===== config.mk =====
export PLATFORM = sky130hd
export DESIGN_NAME = uart_irq_sleep_baud_gen
export DESIGN_NICKNAME = d
export VERILOG_FILES = /design/src/design/uart_irq_sleep_baud_gen.v
export VERILOG_INCLUDE_DIRS = /design/src /design/src/design
export SDC_FILE = /design/constraint.sdc
export NUM_CORES = 2
export LEC_CHECK = 0
export BUFFER_PORTS_ARGS = -buffer_cell sky130_fd_sc_hd__buf_2
export CORE_MARGIN = 1
export CORE_UTILIZATION = 50
export DETAILED_ROUTE_END_ITERATION = 10
export GPL_ROUTABILITY_DRIVEN = 0
export PLACE_DENSITY_LB_ADDON = 0.15
export SLEW_MARGIN = 0
export SYNTH_ARGS = -nofsm -noshare
export SYNTH_HDL_FRONTEND = slang
export SYNTH_SLANG_ARGS = --single-unit

===== constraint.sdc =====
create_clock -name i_clk -period 13.2 [get_ports i_clk]
set_clock_uncertainty 0.1 [all_clocks]
set_input_delay 2.64 -clock i_clk [delete_from_list [all_inputs] [get_ports i_clk]]
set_output_delay 2.64 -clock i_clk [all_outputs]
set_load 0.02 [all_outputs]

===== src/design/uart_irq_consts.vh =====
/*
 Constants for the UART interrupt, sleep, time-out, break and baud block:
 register offsets, field positions, reset values, identification codes.
 Assumes inclusion by bare name from design files only.
*/
`ifndef UART_IRQ_CONSTS_VH
`define UART_IRQ_CONSTS_VH

`define A_DATA      6'h00
`define A_INT_EN    6'h04
`define A_INT_ID    6'h08
`define A_LINE_CTL  6'h0C
`define A_MODEM_CTL 6'h10
`define A_LINE_STAT 6'h14
`define A_ENH_FEAT  6'h18
`define A_DIV_LOW   6'h1C
`define A_DIV_HIGH  6'h20
`define A_SAMP_CNT  6'h24
`define A_SAMP_COMP 6'h28
`define A_FIFO_CTL  6'h2C
`define A_RX_TRIG   6'h30
`define A_TX_TRIG   6'h34
`define A_GPIO_IEN  6'h38

`define FIFO_DEPTH  7'h40
`define LCR_RESET   8'h1D
`define LCR_BREAK   6
`define MCR_PRESC   7
`define EFR_ENH     4
`define IER_RXD     0
`define IER_THR     1
`define IER_LSR     2
`define IER_MSR     3
`define IER_SLEEP   4
`define IER_XOFF    5
`define IER_HSK     6
`define SAMPLE_BASE 8'h10
`define TIMEOUT_CHARS 3'h4

`define ID_NONE  6'h01
`define ID_LSR   6'h06
`define ID_TOUT  6'h0C
`define ID_RXD   6'h04
`define ID_THR   6'h02
`define ID_MSR   6'h00
`define ID_GPIO  6'h30
`define ID_XOFF  6'h10
`define ID_HSK   6'h20

`define RESP_OKAY   2'h0
`define RESP_SLVERR 2'h2

`endif


===== src/design/uart_irq_sleep_baud_gen.v =====
/*
 Interrupt prioritisation, receive/transmit FIFOs with error tracking,
 receive time-out, break detect and send, sleep control and baud generator
 of a single-channel UART, with an AXI4-Lite register slave.
 Assumes the serial shifters sit outside and talk through the rx/tx ports,
 all synchronous to i_clk.
*/
`timescale 1ns/10ps
`default_nettype none
`include "uart_irq_consts.vh"

module uart_irq_sleep_baud_gen (
	input  wire        i_clk,
	input  wire        i_rst,
	input  wire        i_awvalid,
	output reg         o_awready,
	input  wire [5:0]  i_awaddr,
	input  wire        i_wvalid,
	output reg         o_wready,
	input  wire [31:0] i_wdata,
	input  wire [3:0]  i_wstrb,
	output reg         o_bvalid,
	input  wire        i_bready,
	output reg  [1:0]  o_bresp,
	input  wire        i_arvalid,
	output reg         o_arready,
	input  wire [5:0]  i_araddr,
	output reg         o_rvalid,
	input  wire        i_rready,
	output reg  [31:0] o_rdata,
	output reg  [1:0]  o_rresp,
	input  wire        i_rx_pin,
	input  wire        i_rx_busy,
	input  wire        i_rx_char_valid,
	input  wire [7:0]  i_rx_char,
	input  wire [2:0]  i_rx_char_err,
	input  wire        i_rx_stop_centre,
	input  wire        i_tx_pop,
	input  wire        i_tx_shift_busy,
	input  wire        i_tx_serial,
	input  wire        i_modem_change,
	input  wire        i_gpio_change,
	input  wire        i_xoff_detect,
	input  wire        i_xon_detect,
	input  wire        i_special_detect,
	input  wire        i_handshake_release,
	output reg         o_tx,
	output reg  [7:0]  o_tx_data,
	output reg         o_tx_avail,
	output reg         o_sample_tick,
	output reg         o_bit_tick,
	output reg         o_sleep,
	output reg         o_irq_n
);

	reg  [7:0]  interrupt_enable_reg;
	reg  [7:0]  line_control_reg;
	reg  [7:0]  modem_control_reg;
	reg  [7:0]  enhanced_feature_reg;
	reg  [7:0]  divisor_low_byte;
	reg  [7:0]  divisor_high_byte;
	reg  [7:0]  sample_count_setting;
	reg  [7:0]  sample_compensation_setting;
	reg         fifo_enable;
	reg  [6:0]  rx_trigger;
	reg  [6:0]  tx_trigger;
	reg  [7:0]  gpio_interrupt_enable;

	reg  [10:0] rx_mem [0:63];
	reg  [7:0]  tx_mem [0:63];
	reg  [5:0]  rx_wr, rx_rd, tx_wr, tx_rd;
	reg  [6:0]  rx_count, tx_count, err_count;
	reg         overrun;
	reg         timeout_flag, modem_flag, gpio_flag, hsk_flag;
	reg         xoff_flow_flag, xoff_special_flag;
	reg  [5:0]  tout_count;
	reg  [9:0]  low_count;
	reg         break_armed;
	reg         rx_pin_q;
	reg  [1:0]  presc_count;
	reg  [15:0] div_count;
	reg  [7:0]  samp_count;

	reg         aw_held, w_held;
	reg  [5:0]  aw_addr;
	reg  [31:0] w_data;
	reg         w_lane0;

	// Decoded access strobes
	wire        wr_go = aw_held && w_held && !o_bvalid;
	wire        wr_en = wr_go && w_lane0;
	wire        rd_go = i_arvalid && o_arready;
	wire        rd_data = rd_go && (i_araddr == `A_DATA);
	wire        rd_iid = rd_go && (i_araddr == `A_INT_ID);
	wire        rd_lsr = rd_go && (i_araddr == `A_LINE_STAT);
	wire        thr_write = wr_en && (aw_addr == `A_DATA);

	wire        rx_empty = (rx_count == 7'h00);
	wire        rx_pop = rd_data && !rx_empty;
	wire        break_push;
	wire        rx_push = (i_rx_char_valid || break_push) && !o_sleep;
	wire        rx_take = rx_push && (rx_count != `FIFO_DEPTH || rx_pop);
	wire [10:0] rx_word = break_push ? 11'h400 : {i_rx_char_err, i_rx_char};
	wire        tx_take = thr_write && (tx_count != `FIFO_DEPTH);
	wire        tx_drop = i_tx_pop && (tx_count != 7'h00);
	wire [10:0] rx_head = rx_mem[rx_rd];

	// Character length: start, data, parity and stop bits
	wire [3:0]  char_bits = 4'h1 + 4'h5 + {2'h0, line_control_reg[1:0]}
		+ {3'h0, line_control_reg[3]} + (line_control_reg[2] ? 4'h2 : 4'h1);
	wire [7:0]  sample_rate = `SAMPLE_BASE - sample_count_setting
		+ sample_compensation_setting;
	wire [11:0] break_limit = {8'h00, char_bits} * {4'h0, sample_rate};
	wire        low_over = ({2'h0, low_count} > break_limit);
	assign break_push = low_over && break_armed;
	// Divisor writes restart the counters, so unwritten bytes cannot leave them unknown
	wire        div_wr = wr_en && (aw_addr == `A_DIV_LOW || aw_addr == `A_DIV_HIGH);
	wire [15:0] divisor = {divisor_high_byte, divisor_low_byte};
	wire        presc_hit = !modem_control_reg[`MCR_PRESC] || (presc_count == 2'h3);
	wire        div_hit = presc_hit && (div_count >= divisor - 16'h0001);
	wire        baud_run = (divisor != 16'h0000) && !o_sleep;
	wire        samp_tick = baud_run && div_hit;
	wire        bit_tick = samp_tick && (sample_rate != 8'h00)
		&& (samp_count >= sample_rate - 8'h01);

	wire        lsr_pend = interrupt_enable_reg[`IER_LSR] && (overrun || err_count != 7'h00);
	wire        tout_pend = interrupt_enable_reg[`IER_RXD] && timeout_flag;
	wire        rxd_pend = interrupt_enable_reg[`IER_RXD]
		&& (fifo_enable ? (rx_count > rx_trigger) : !rx_empty);
	// holding empty or space at or above trigger
	wire        thr_pend = interrupt_enable_reg[`IER_THR]
		&& (fifo_enable ? ((`FIFO_DEPTH - tx_count) >= tx_trigger) : (tx_count == 7'h00));
	wire        msr_pend = interrupt_enable_reg[`IER_MSR] && modem_flag;
	wire        gpio_pend = (gpio_interrupt_enable != 8'h00) && gpio_flag;
	wire        xoff_pend = interrupt_enable_reg[`IER_XOFF]
		&& (xoff_flow_flag || xoff_special_flag);
	wire        hsk_pend = interrupt_enable_reg[`IER_HSK] && hsk_flag;

	// only the highest-priority pending source is reported
	reg  [5:0]  next_ident;
	always @* begin
		if (lsr_pend)
			next_ident = `ID_LSR;
		else if (tout_pend)
			next_ident = `ID_TOUT;
		else if (rxd_pend)
			next_ident = `ID_RXD;
		else if (thr_pend)
			next_ident = `ID_THR;
		else if (msr_pend)
			next_ident = `ID_MSR;
		else if (gpio_pend)
			next_ident = `ID_GPIO;
		else if (xoff_pend)
			next_ident = `ID_XOFF;
		else if (hsk_pend)
			next_ident = `ID_HSK;
		else
			next_ident = `ID_NONE;
	end

	wire        quiet = !lsr_pend && !tout_pend && !rxd_pend && !msr_pend
		&& !gpio_pend && !xoff_pend && !hsk_pend;
	wire        idle = i_rx_pin && !i_rx_busy && (tx_count == 7'h00)
		&& !i_tx_shift_busy && rx_empty && quiet;
	wire        wake = (i_rx_pin != rx_pin_q) || i_modem_change || thr_write;
	wire        sleep_ok = enhanced_feature_reg[`EFR_ENH] && interrupt_enable_reg[`IER_SLEEP];

	wire [7:0]  line_status = {(err_count != 7'h00),
		(tx_count == 7'h00) && !i_tx_shift_busy, (tx_count == 7'h00),
		rx_empty ? 3'h0 : rx_head[10:8], overrun, !rx_empty};

	reg  [31:0] next_rdata;
	reg         next_rmiss;
	always @* begin
		next_rdata = 32'h0000_0000;
		next_rmiss = 1'b0;
		case (i_araddr)
		`A_DATA:      next_rdata[7:0] = rx_empty ? 8'h00 : rx_head[7:0];
		`A_INT_EN:    next_rdata[7:0] = interrupt_enable_reg;
		`A_INT_ID:    next_rdata[5:0] = next_ident;
		`A_LINE_CTL:  next_rdata[7:0] = line_control_reg;
		`A_MODEM_CTL: next_rdata[7:0] = modem_control_reg;
		`A_LINE_STAT: next_rdata[7:0] = line_status;
		`A_ENH_FEAT:  next_rdata[7:0] = enhanced_feature_reg;
		`A_DIV_LOW:   next_rdata[7:0] = divisor_low_byte;
		`A_DIV_HIGH:  next_rdata[7:0] = divisor_high_byte;
		`A_SAMP_CNT:  next_rdata[7:0] = sample_count_setting;
		`A_SAMP_COMP: next_rdata[7:0] = sample_compensation_setting;
		`A_FIFO_CTL:  next_rdata[0] = fifo_enable;
		`A_RX_TRIG:   next_rdata[6:0] = rx_trigger;
		`A_TX_TRIG:   next_rdata[6:0] = tx_trigger;
		`A_GPIO_IEN:  next_rdata[7:0] = gpio_interrupt_enable;
		default:      next_rmiss = 1'b1;
		endcase
	end

	// Write channel: address and data taken in either order
	always @(posedge i_clk or posedge i_rst) begin
		if (i_rst) begin
			o_awready <= 1'b1;
			o_wready <= 1'b1;
			aw_held <= 1'b0;
			w_held <= 1'b0;
			aw_addr <= 6'h00;
			w_data <= 32'h0000_0000;
			w_lane0 <= 1'b0;
			o_bvalid <= 1'b0;
			o_bresp <= `RESP_OKAY;
		end else begin
			if (i_awvalid && o_awready) begin
				aw_held <= 1'b1;
				aw_addr <= i_awaddr;
				o_awready <= 1'b0;
			end
			if (i_wvalid && o_wready) begin
				w_held <= 1'b1;
				w_data <= i_wdata;
				w_lane0 <= i_wstrb[0];
				o_wready <= 1'b0;
			end
			if (wr_go) begin
				aw_held <= 1'b0;
				w_held <= 1'b0;
				o_bvalid <= 1'b1;
				o_bresp <= (aw_addr > `A_GPIO_IEN || aw_addr[1:0] != 2'h0
					|| aw_addr == `A_INT_ID || aw_addr == `A_LINE_STAT)
					? `RESP_SLVERR : `RESP_OKAY;
			end
			if (o_bvalid && i_bready) begin
				o_bvalid <= 1'b0;
				o_awready <= 1'b1;
				o_wready <= 1'b1;
			end
		end
	end

	// Read channel; one read outstanding
	always @(posedge i_clk or posedge i_rst) begin
		if (i_rst) begin
			o_arready <= 1'b1;
			o_rvalid <= 1'b0;
			o_rdata <= 32'h0000_0000;
			o_rresp <= `RESP_OKAY;
		end else if (rd_go) begin
			o_arready <= 1'b0;
			o_rvalid <= 1'b1;
			o_rdata <= next_rdata;
			o_rresp <= next_rmiss ? `RESP_SLVERR : `RESP_OKAY;
		end else if (o_rvalid && i_rready) begin
			o_rvalid <= 1'b0;
			o_arready <= 1'b1;
		end
	end

	// Divisor bytes keep their value over reset, only loaded by writes
	always @(posedge i_clk) begin
		if (wr_en && aw_addr == `A_DIV_LOW)
			divisor_low_byte <= w_data[7:0];
		if (wr_en && aw_addr == `A_DIV_HIGH)
			divisor_high_byte <= w_data[7:0];
		if (rx_take)
			rx_mem[rx_wr] <= rx_word;
		if (tx_take)
			tx_mem[tx_wr] <= w_data[7:0];
	end

	always @(posedge i_clk or posedge i_rst) begin
		if (i_rst) begin
			interrupt_enable_reg <= 8'h00;
			line_control_reg <= `LCR_RESET;
			modem_control_reg <= 8'h00;
			enhanced_feature_reg <= 8'h00;
			sample_count_setting <= 8'h00;
			sample_compensation_setting <= 8'h00;
			fifo_enable <= 1'b0;
			rx_trigger <= 7'h00;
			tx_trigger <= 7'h00;
			gpio_interrupt_enable <= 8'h00;
		end else if (wr_en) begin
			case (aw_addr)
			`A_INT_EN:    interrupt_enable_reg <= w_data[7:0];
			`A_LINE_CTL:  line_control_reg <= w_data[7:0];
			`A_MODEM_CTL: modem_control_reg <= w_data[7:0];
			`A_ENH_FEAT:  enhanced_feature_reg <= w_data[7:0];
			`A_SAMP_CNT:  sample_count_setting <= w_data[7:0];
			`A_SAMP_COMP: sample_compensation_setting <= w_data[7:0];
			`A_FIFO_CTL:  fifo_enable <= w_data[0];
			`A_RX_TRIG:   rx_trigger <= w_data[6:0];
			`A_TX_TRIG:   tx_trigger <= w_data[6:0];
			`A_GPIO_IEN:  gpio_interrupt_enable <= w_data[7:0];
			default:      fifo_enable <= fifo_enable;
			endcase
		end
	end

	// FIFO pointers, counts and the error tally
	always @(posedge i_clk or posedge i_rst) begin
		if (i_rst) begin
			rx_wr <= 6'h00;
			rx_rd <= 6'h00;
			rx_count <= 7'h00;
			tx_wr <= 6'h00;
			tx_rd <= 6'h00;
			tx_count <= 7'h00;
			err_count <= 7'h00;
			overrun <= 1'b0;
			o_tx_data <= 8'h00;
			o_tx_avail <= 1'b0;
		end else begin
			if (rx_take)
				rx_wr <= rx_wr + 6'h01;
			if (rx_pop)
				rx_rd <= rx_rd + 6'h01;
			rx_count <= rx_count + {6'h00, rx_take} - {6'h00, rx_pop};
			err_count <= err_count + {6'h00, rx_take && rx_word[10:8] != 3'h0}
				- {6'h00, rx_pop && rx_head[10:8] != 3'h0};
			// Overrun: set beats the status-read clear
			if (rx_push && !rx_take)
				overrun <= 1'b1;
			else if (rd_lsr)
				overrun <= 1'b0;
			if (tx_take)
				tx_wr <= tx_wr + 6'h01;
			if (tx_drop)
				tx_rd <= tx_rd + 6'h01;
			tx_count <= tx_count + {6'h00, tx_take} - {6'h00, tx_drop};
			// Head shown one cycle late; pop no faster than every other cycle
			o_tx_data <= tx_mem[tx_rd];
			o_tx_avail <= (tx_count != 7'h00) && !tx_drop;
		end
	end

	// Sticky interrupt sources; a new event beats its clear
	always @(posedge i_clk or posedge i_rst) begin
		if (i_rst) begin
			modem_flag <= 1'b0;
			gpio_flag <= 1'b0;
			hsk_flag <= 1'b0;
			xoff_flow_flag <= 1'b0;
			xoff_special_flag <= 1'b0;
		end else begin
			if (i_modem_change)
				modem_flag <= 1'b1;
			else if (rd_iid && next_ident == `ID_MSR)
				modem_flag <= 1'b0;
			if (i_gpio_change)
				gpio_flag <= 1'b1;
			else if (rd_iid && next_ident == `ID_GPIO)
				gpio_flag <= 1'b0;
			if (i_handshake_release)
				hsk_flag <= 1'b1;
			else if (rd_iid && next_ident == `ID_HSK)
				hsk_flag <= 1'b0;
			// resume character clears stop, ident read clears special
			if (i_xoff_detect)
				xoff_flow_flag <= 1'b1;
			else if (i_xon_detect)
				xoff_flow_flag <= 1'b0;
			if (i_special_detect)
				xoff_special_flag <= 1'b1;
			else if (rd_iid)
				xoff_special_flag <= 1'b0;
		end
	end

	// Time-out and break watch, both paced by the baud generator
	always @(posedge i_clk or posedge i_rst) begin
		if (i_rst) begin
			tout_count <= 6'h00;
			timeout_flag <= 1'b0;
			low_count <= 10'h000;
			break_armed <= 1'b1;
		end else begin
			// restart at stop centre or FIFO read
			if (i_rx_stop_centre || rd_data || rx_empty)
				tout_count <= 6'h00;
			else if (bit_tick && !timeout_flag)
				tout_count <= tout_count + 6'h01;
			// four character times, data at or below trigger
			if (rd_data || rx_empty)
				timeout_flag <= 1'b0;
			else if (tout_count >= {3'h0, `TIMEOUT_CHARS} * {2'h0, char_bits}
				&& !(fifo_enable && rx_count > rx_trigger))
				timeout_flag <= 1'b1;
			// line low past a whole character
			if (i_rx_pin) begin
				low_count <= 10'h000;
				break_armed <= 1'b1;
			end else if (samp_tick && low_count != 10'h3FF) begin
				low_count <= low_count + 10'h001;
			end
			if (break_push)
				break_armed <= 1'b0;
		end
	end

	// divisor counter, no ticks when divisor is zero
	always @(posedge i_clk or posedge i_rst) begin
		if (i_rst) begin
			presc_count <= 2'h0;
			div_count <= 16'h0000;
			samp_count <= 8'h00;
			o_sample_tick <= 1'b0;
			o_bit_tick <= 1'b0;
		end else begin
			o_sample_tick <= samp_tick;
			o_bit_tick <= bit_tick;
			if (!baud_run || div_wr) begin
				presc_count <= 2'h0;
				div_count <= 16'h0000;
				samp_count <= 8'h00;
			end else begin
				presc_count <= presc_count + 2'h1;
				if (div_hit)
					div_count <= 16'h0000;
				else if (presc_hit)
					div_count <= div_count + 16'h0001;
				if (bit_tick)
					samp_count <= 8'h00;
				else if (samp_tick)
					samp_count <= samp_count + 8'h01;
			end
		end
	end

	// Output pins, sleep state and interrupt line
	always @(posedge i_clk or posedge i_rst) begin
		if (i_rst) begin
			rx_pin_q <= 1'b1;
			o_tx <= 1'b1;
			o_sleep <= 1'b0;
			o_irq_n <= 1'b1;
		end else begin
			rx_pin_q <= i_rx_pin;
			// break bit forces the line low
			o_tx <= line_control_reg[`LCR_BREAK] ? 1'b0 : i_tx_serial;
			// divisor writes are the host's to avoid while asleep
			if (wake || !sleep_ok)
				o_sleep <= 1'b0;
			else if (idle)
				o_sleep <= 1'b1;
			// polled mode leaves the line high
			// low while anything enabled is pending
			o_irq_n <= (next_ident == `ID_NONE);
		end
	end

endmodule
`default_nettype wire


==> flow_summary_export.csv <==
group,metric,value,unit
final_layout,nFillCells,9229,
placement,hpwl,91.6,mm
timing,rsz0062_at_grt,"no",
power,leakage,23.2,nW
global_route,grt_pass1_wl,219,mm
placement,portBuffers,80,
synthesis,synth.area.top_cells,"edfxtp_1 60%, mux4_2 13%, dfrtp_1 8.2%",
final_layout,num_antenna_cells,0,
synthesis,netlist.area_leader.share,60.2,%
synthesis,syn_inst,3507,
worst_setup_path,worstSetupPathType,"reg2reg",
clock_network,cts_tree,"yes",
timing,fin_crit,8.79,ns
clock_network,clockBufferDepth,3,
synthesis,synth.distinct_cells,84,
hold_path,min_from,"presc_count[0]$_DFF_PP0_",
run_status,violations,"max-capacitance violations, max-slew violations",
power,power_density,194,mW/mm²
synthesis,synth_most_common_cell,"edfxtp_1",
synthesis,synth_compound_area_share,4.08,%
routing,routedWlPerCell,26.8,µm
power,p_sw_share,30.5,%
floorplanning,rows,128,
worst_setup_path,timing.rr.start,"sample_count_setting[2]$_DFFE_PP0P_",
worst_setup_path,cp_data_required_time,13.76,ns
final_layout,layout.cells.non_filler,5421,
clock_network,cts_htree_levels,4,
synthesis,yosysWarnings,0,
timing,max_freq,0.114,GHz
final_layout,post-route-util,56.8,%
worst_setup_path,crit_buf_inv,8,
floorplanning,core-area,0.122,mm²
global_route,grt_max_degree,95,
routing,vias_per_cell,6.09,
floorplanning,io-pin-count,134,
synthesis,synth.area.mux_share,14.9,%
synthesis,synthAdderAreaFrac,3.13,%
final_layout,top_regs,"rx_mem: 704 flops, tx_mem: 512 flops, div_count: 16 flops",
power,power_frac_comb,25.5,%
global_route,globalRouteOverflowTotal,0,
clock_network,cts.sinks,1445,
synthesis,syn_area_per_cell,17.5,µm²
routing,wl,145,mm
final_layout,max_flop_register,"rx_mem",
routing,dr_total_vias,33000,
synthesis,ys.flop_type,"edfxtp_1",
timing,hold_viol_final,0,
synthesis,synth_xor_area_share,1.13,%
routing,drc,0,
global_route,grt_use_total,23.7,%
final_layout,area_growth,12.5,%
final_layout,largest_reg_flops,704,
run_status,outcome,"finished, violations left",
routing,first_pass_iters,6,
synthesis,yosysTopAreaCell,"edfxtp_1",
synthesis,ys_seq_elements,1445,
worst_setup_path,critPathMaxFanout,10,
synthesis,async_reset_ff_share,14.7,%
final_layout,seq_area,0.0424,mm²
worst_setup_path,cp_slowest_cell,"xnor2_1",
synthesis,synth_edf_count,1232,
worst_setup_path,end_kind,"flop",
timing,worst_pin_slew,1.50,ns
power,power.internal,9.34,mW
timing,setup-violations-final,0,
clock_network,cts_root_buf,"clkbuf_16",
timing,drv_slew,1,
final_layout,multi_input_area,0.0183,mm²
final_layout,stdcell_area,0.0692,mm²
clock_network,post_cts_buffers,0,
placement,dpl-instance-area,0.0644,mm²
worst_setup_path,reg2reg_setup_slack,4.41,ns
clock_network,holdBufCountCts,0,
power,p_sw,4.09,mW
routing,drtIter0Drc,3266,
synthesis,synth_commonest_cells,"1232 x edfxtp_1, 342 x mux4_2, 202 x dfrtp_1",
power,p_total,13.4,mW
routing,antenna_left,0,
clock_network,clk_pin_slew_worst_paths,0.06,ns
power,clock_power_share,30.6,%
final_layout,num-nets-final,3892,
worst_setup_path,cp_data_arrival_time,9.35,ns
power,vdd_drop_max,631,µV
global_route,antenna_found_initial,1,
floorplanning,floorplan.initialDensity,50.5,%
timing,slew-limit-headroom,-0.376,%
clock_network,clk-insertion-delay-late,0.78,ns
hold_path,hold_path.class,"reg2reg",
synthesis,synth-simple-area-share,5.49,%
clock_network,cts_made_buffers,152,
clock_network,cts_resized,0,
worst_setup_path,crit_family,"adder cells",
worst_setup_path,worstSetupStartpointType,"flop",
global_route,grt_pass1_vias,34000,
worst_setup_path,startpoint,"sample_count_setting[2]$_DFFE_PP0P_",
floorplanning,die_x,353,µm
floorplanning,die_y,353,µm
synthesis,synth_seq_area_share,68.8,%
timing,fin_crit_sh,66.6,%
power,seqPwrFrac,43.9,%
placement,dp.cells,5141,
final_layout,drive_gt1_share,24.8,%
worst_setup_path,critPathMaxStageDelay,0.64,ns
synthesis,synth_area,0.0615,mm²
synthesis,synth_top_family_by_area,"multiplexers",
job,maxCapViolCount,1,
timing,tns,0,ns
floorplanning,die_area,0.124,mm²
-- metrics by stage --
step	hold WS (ns)	setup WS (ns)
2_1_floorplan	0.285	4.66
3_3_place_gp	0.320	4.68
3_5_place_dp	0.326	4.56
4_1_cts	0.333	4.49
5_1_grt	0.375	3.93
6_report	0.334	4.41
-- metal layers --
layer  global-route usage, %  wire, µm  vias to the layer above
met5                       0         0                        -
met4                    6.24      3190                        0
met3                    4.82      9660                      213
met2                    37.8     70600                     1161
met1                    33.4     61600                    17400
li1                        -         -                    14300
-- cell families (layout without fill, tap and decap cells) --
kind of cell / count (synthesis) / count (layout)
DFF: 1445 / 1445
and+or+nand+nor: 666 / 666
muxes: 473 / 473
AOI/OAI and AO/OA: 370 / 370
buffers and inverters: 329 / 593
adders and majority gates: 144 / 144
xor gates and xnor gates: 79 / 79
other: 1 / 26
-- power groups by stage --
stage	Sequential [mW]	Combinational [mW]	Clock [mW]
2_1_floorplan	5.96	2.29	0
3_3_place_gp	5.97	3.33	0
3_5_place_dp	5.99	3.45	0
4_1_cts	5.89	3.47	4.19
5_1_grt	5.92	3.75	4.36
6_report	5.89	3.43	4.11
-- placed cells by master, fill, tap and decap left out, types with 26 or more instances in the layout --
cell       synthesis  final
ha_1             126    126
clkbuf_1         102     42
a22oi_1           43     43
mux2_2            75     75
mux4_2           342    342
inv_1            124    121
nand2_1          146    146
nor2b_1           36     26
xnor2_1           55     55
clkinv_1           0     26
a21oi_1           84     83
o21ai_0           64     64
nand4_1           30     30
nand3_1           58     58
dfrtp_1          202    186
edfxtp_1        1232   1232
nor2_1           173    173
buf_4             35    109
buf_2             36     80
conb_1             1     26
clkbuf_16          0    158
nor4_2             0     54
clkinv_2           0     28
mux2i_1           53     53
-- final timing paths --
| path | end | cells past startpoint |
|---|---|---|
| worst max-delay path | err_count[6]$_DFF_PP0_ | 40 |
| worst min-delay path | presc_count[0]$_DFF_PP0_ | 1 |
| worst max register to register | err_count[6]$_DFF_PP0_ | 40 |
| worst min register to register | presc_count[0]$_DFF_PP0_ | 1 |
| max in group asynchronous | rx_rd[0]$_DFFE_PP0P_ | 3 |
| min in group asynchronous | div_count[7]$_DFFE_PP0P_ | 2 |
-- layout make-up --
class                      count  share of cell area, %
clock buffer                 209                   6.12
clock inverter                71                  0.792
timing repair buffer         189                   1.76
inverter                     124                  0.683
tap                         1625                   2.94
multi-input combinational   1758                   26.5
sequential                  1445                   61.2
No activity file was read; power rests on OpenSTA's default activity.
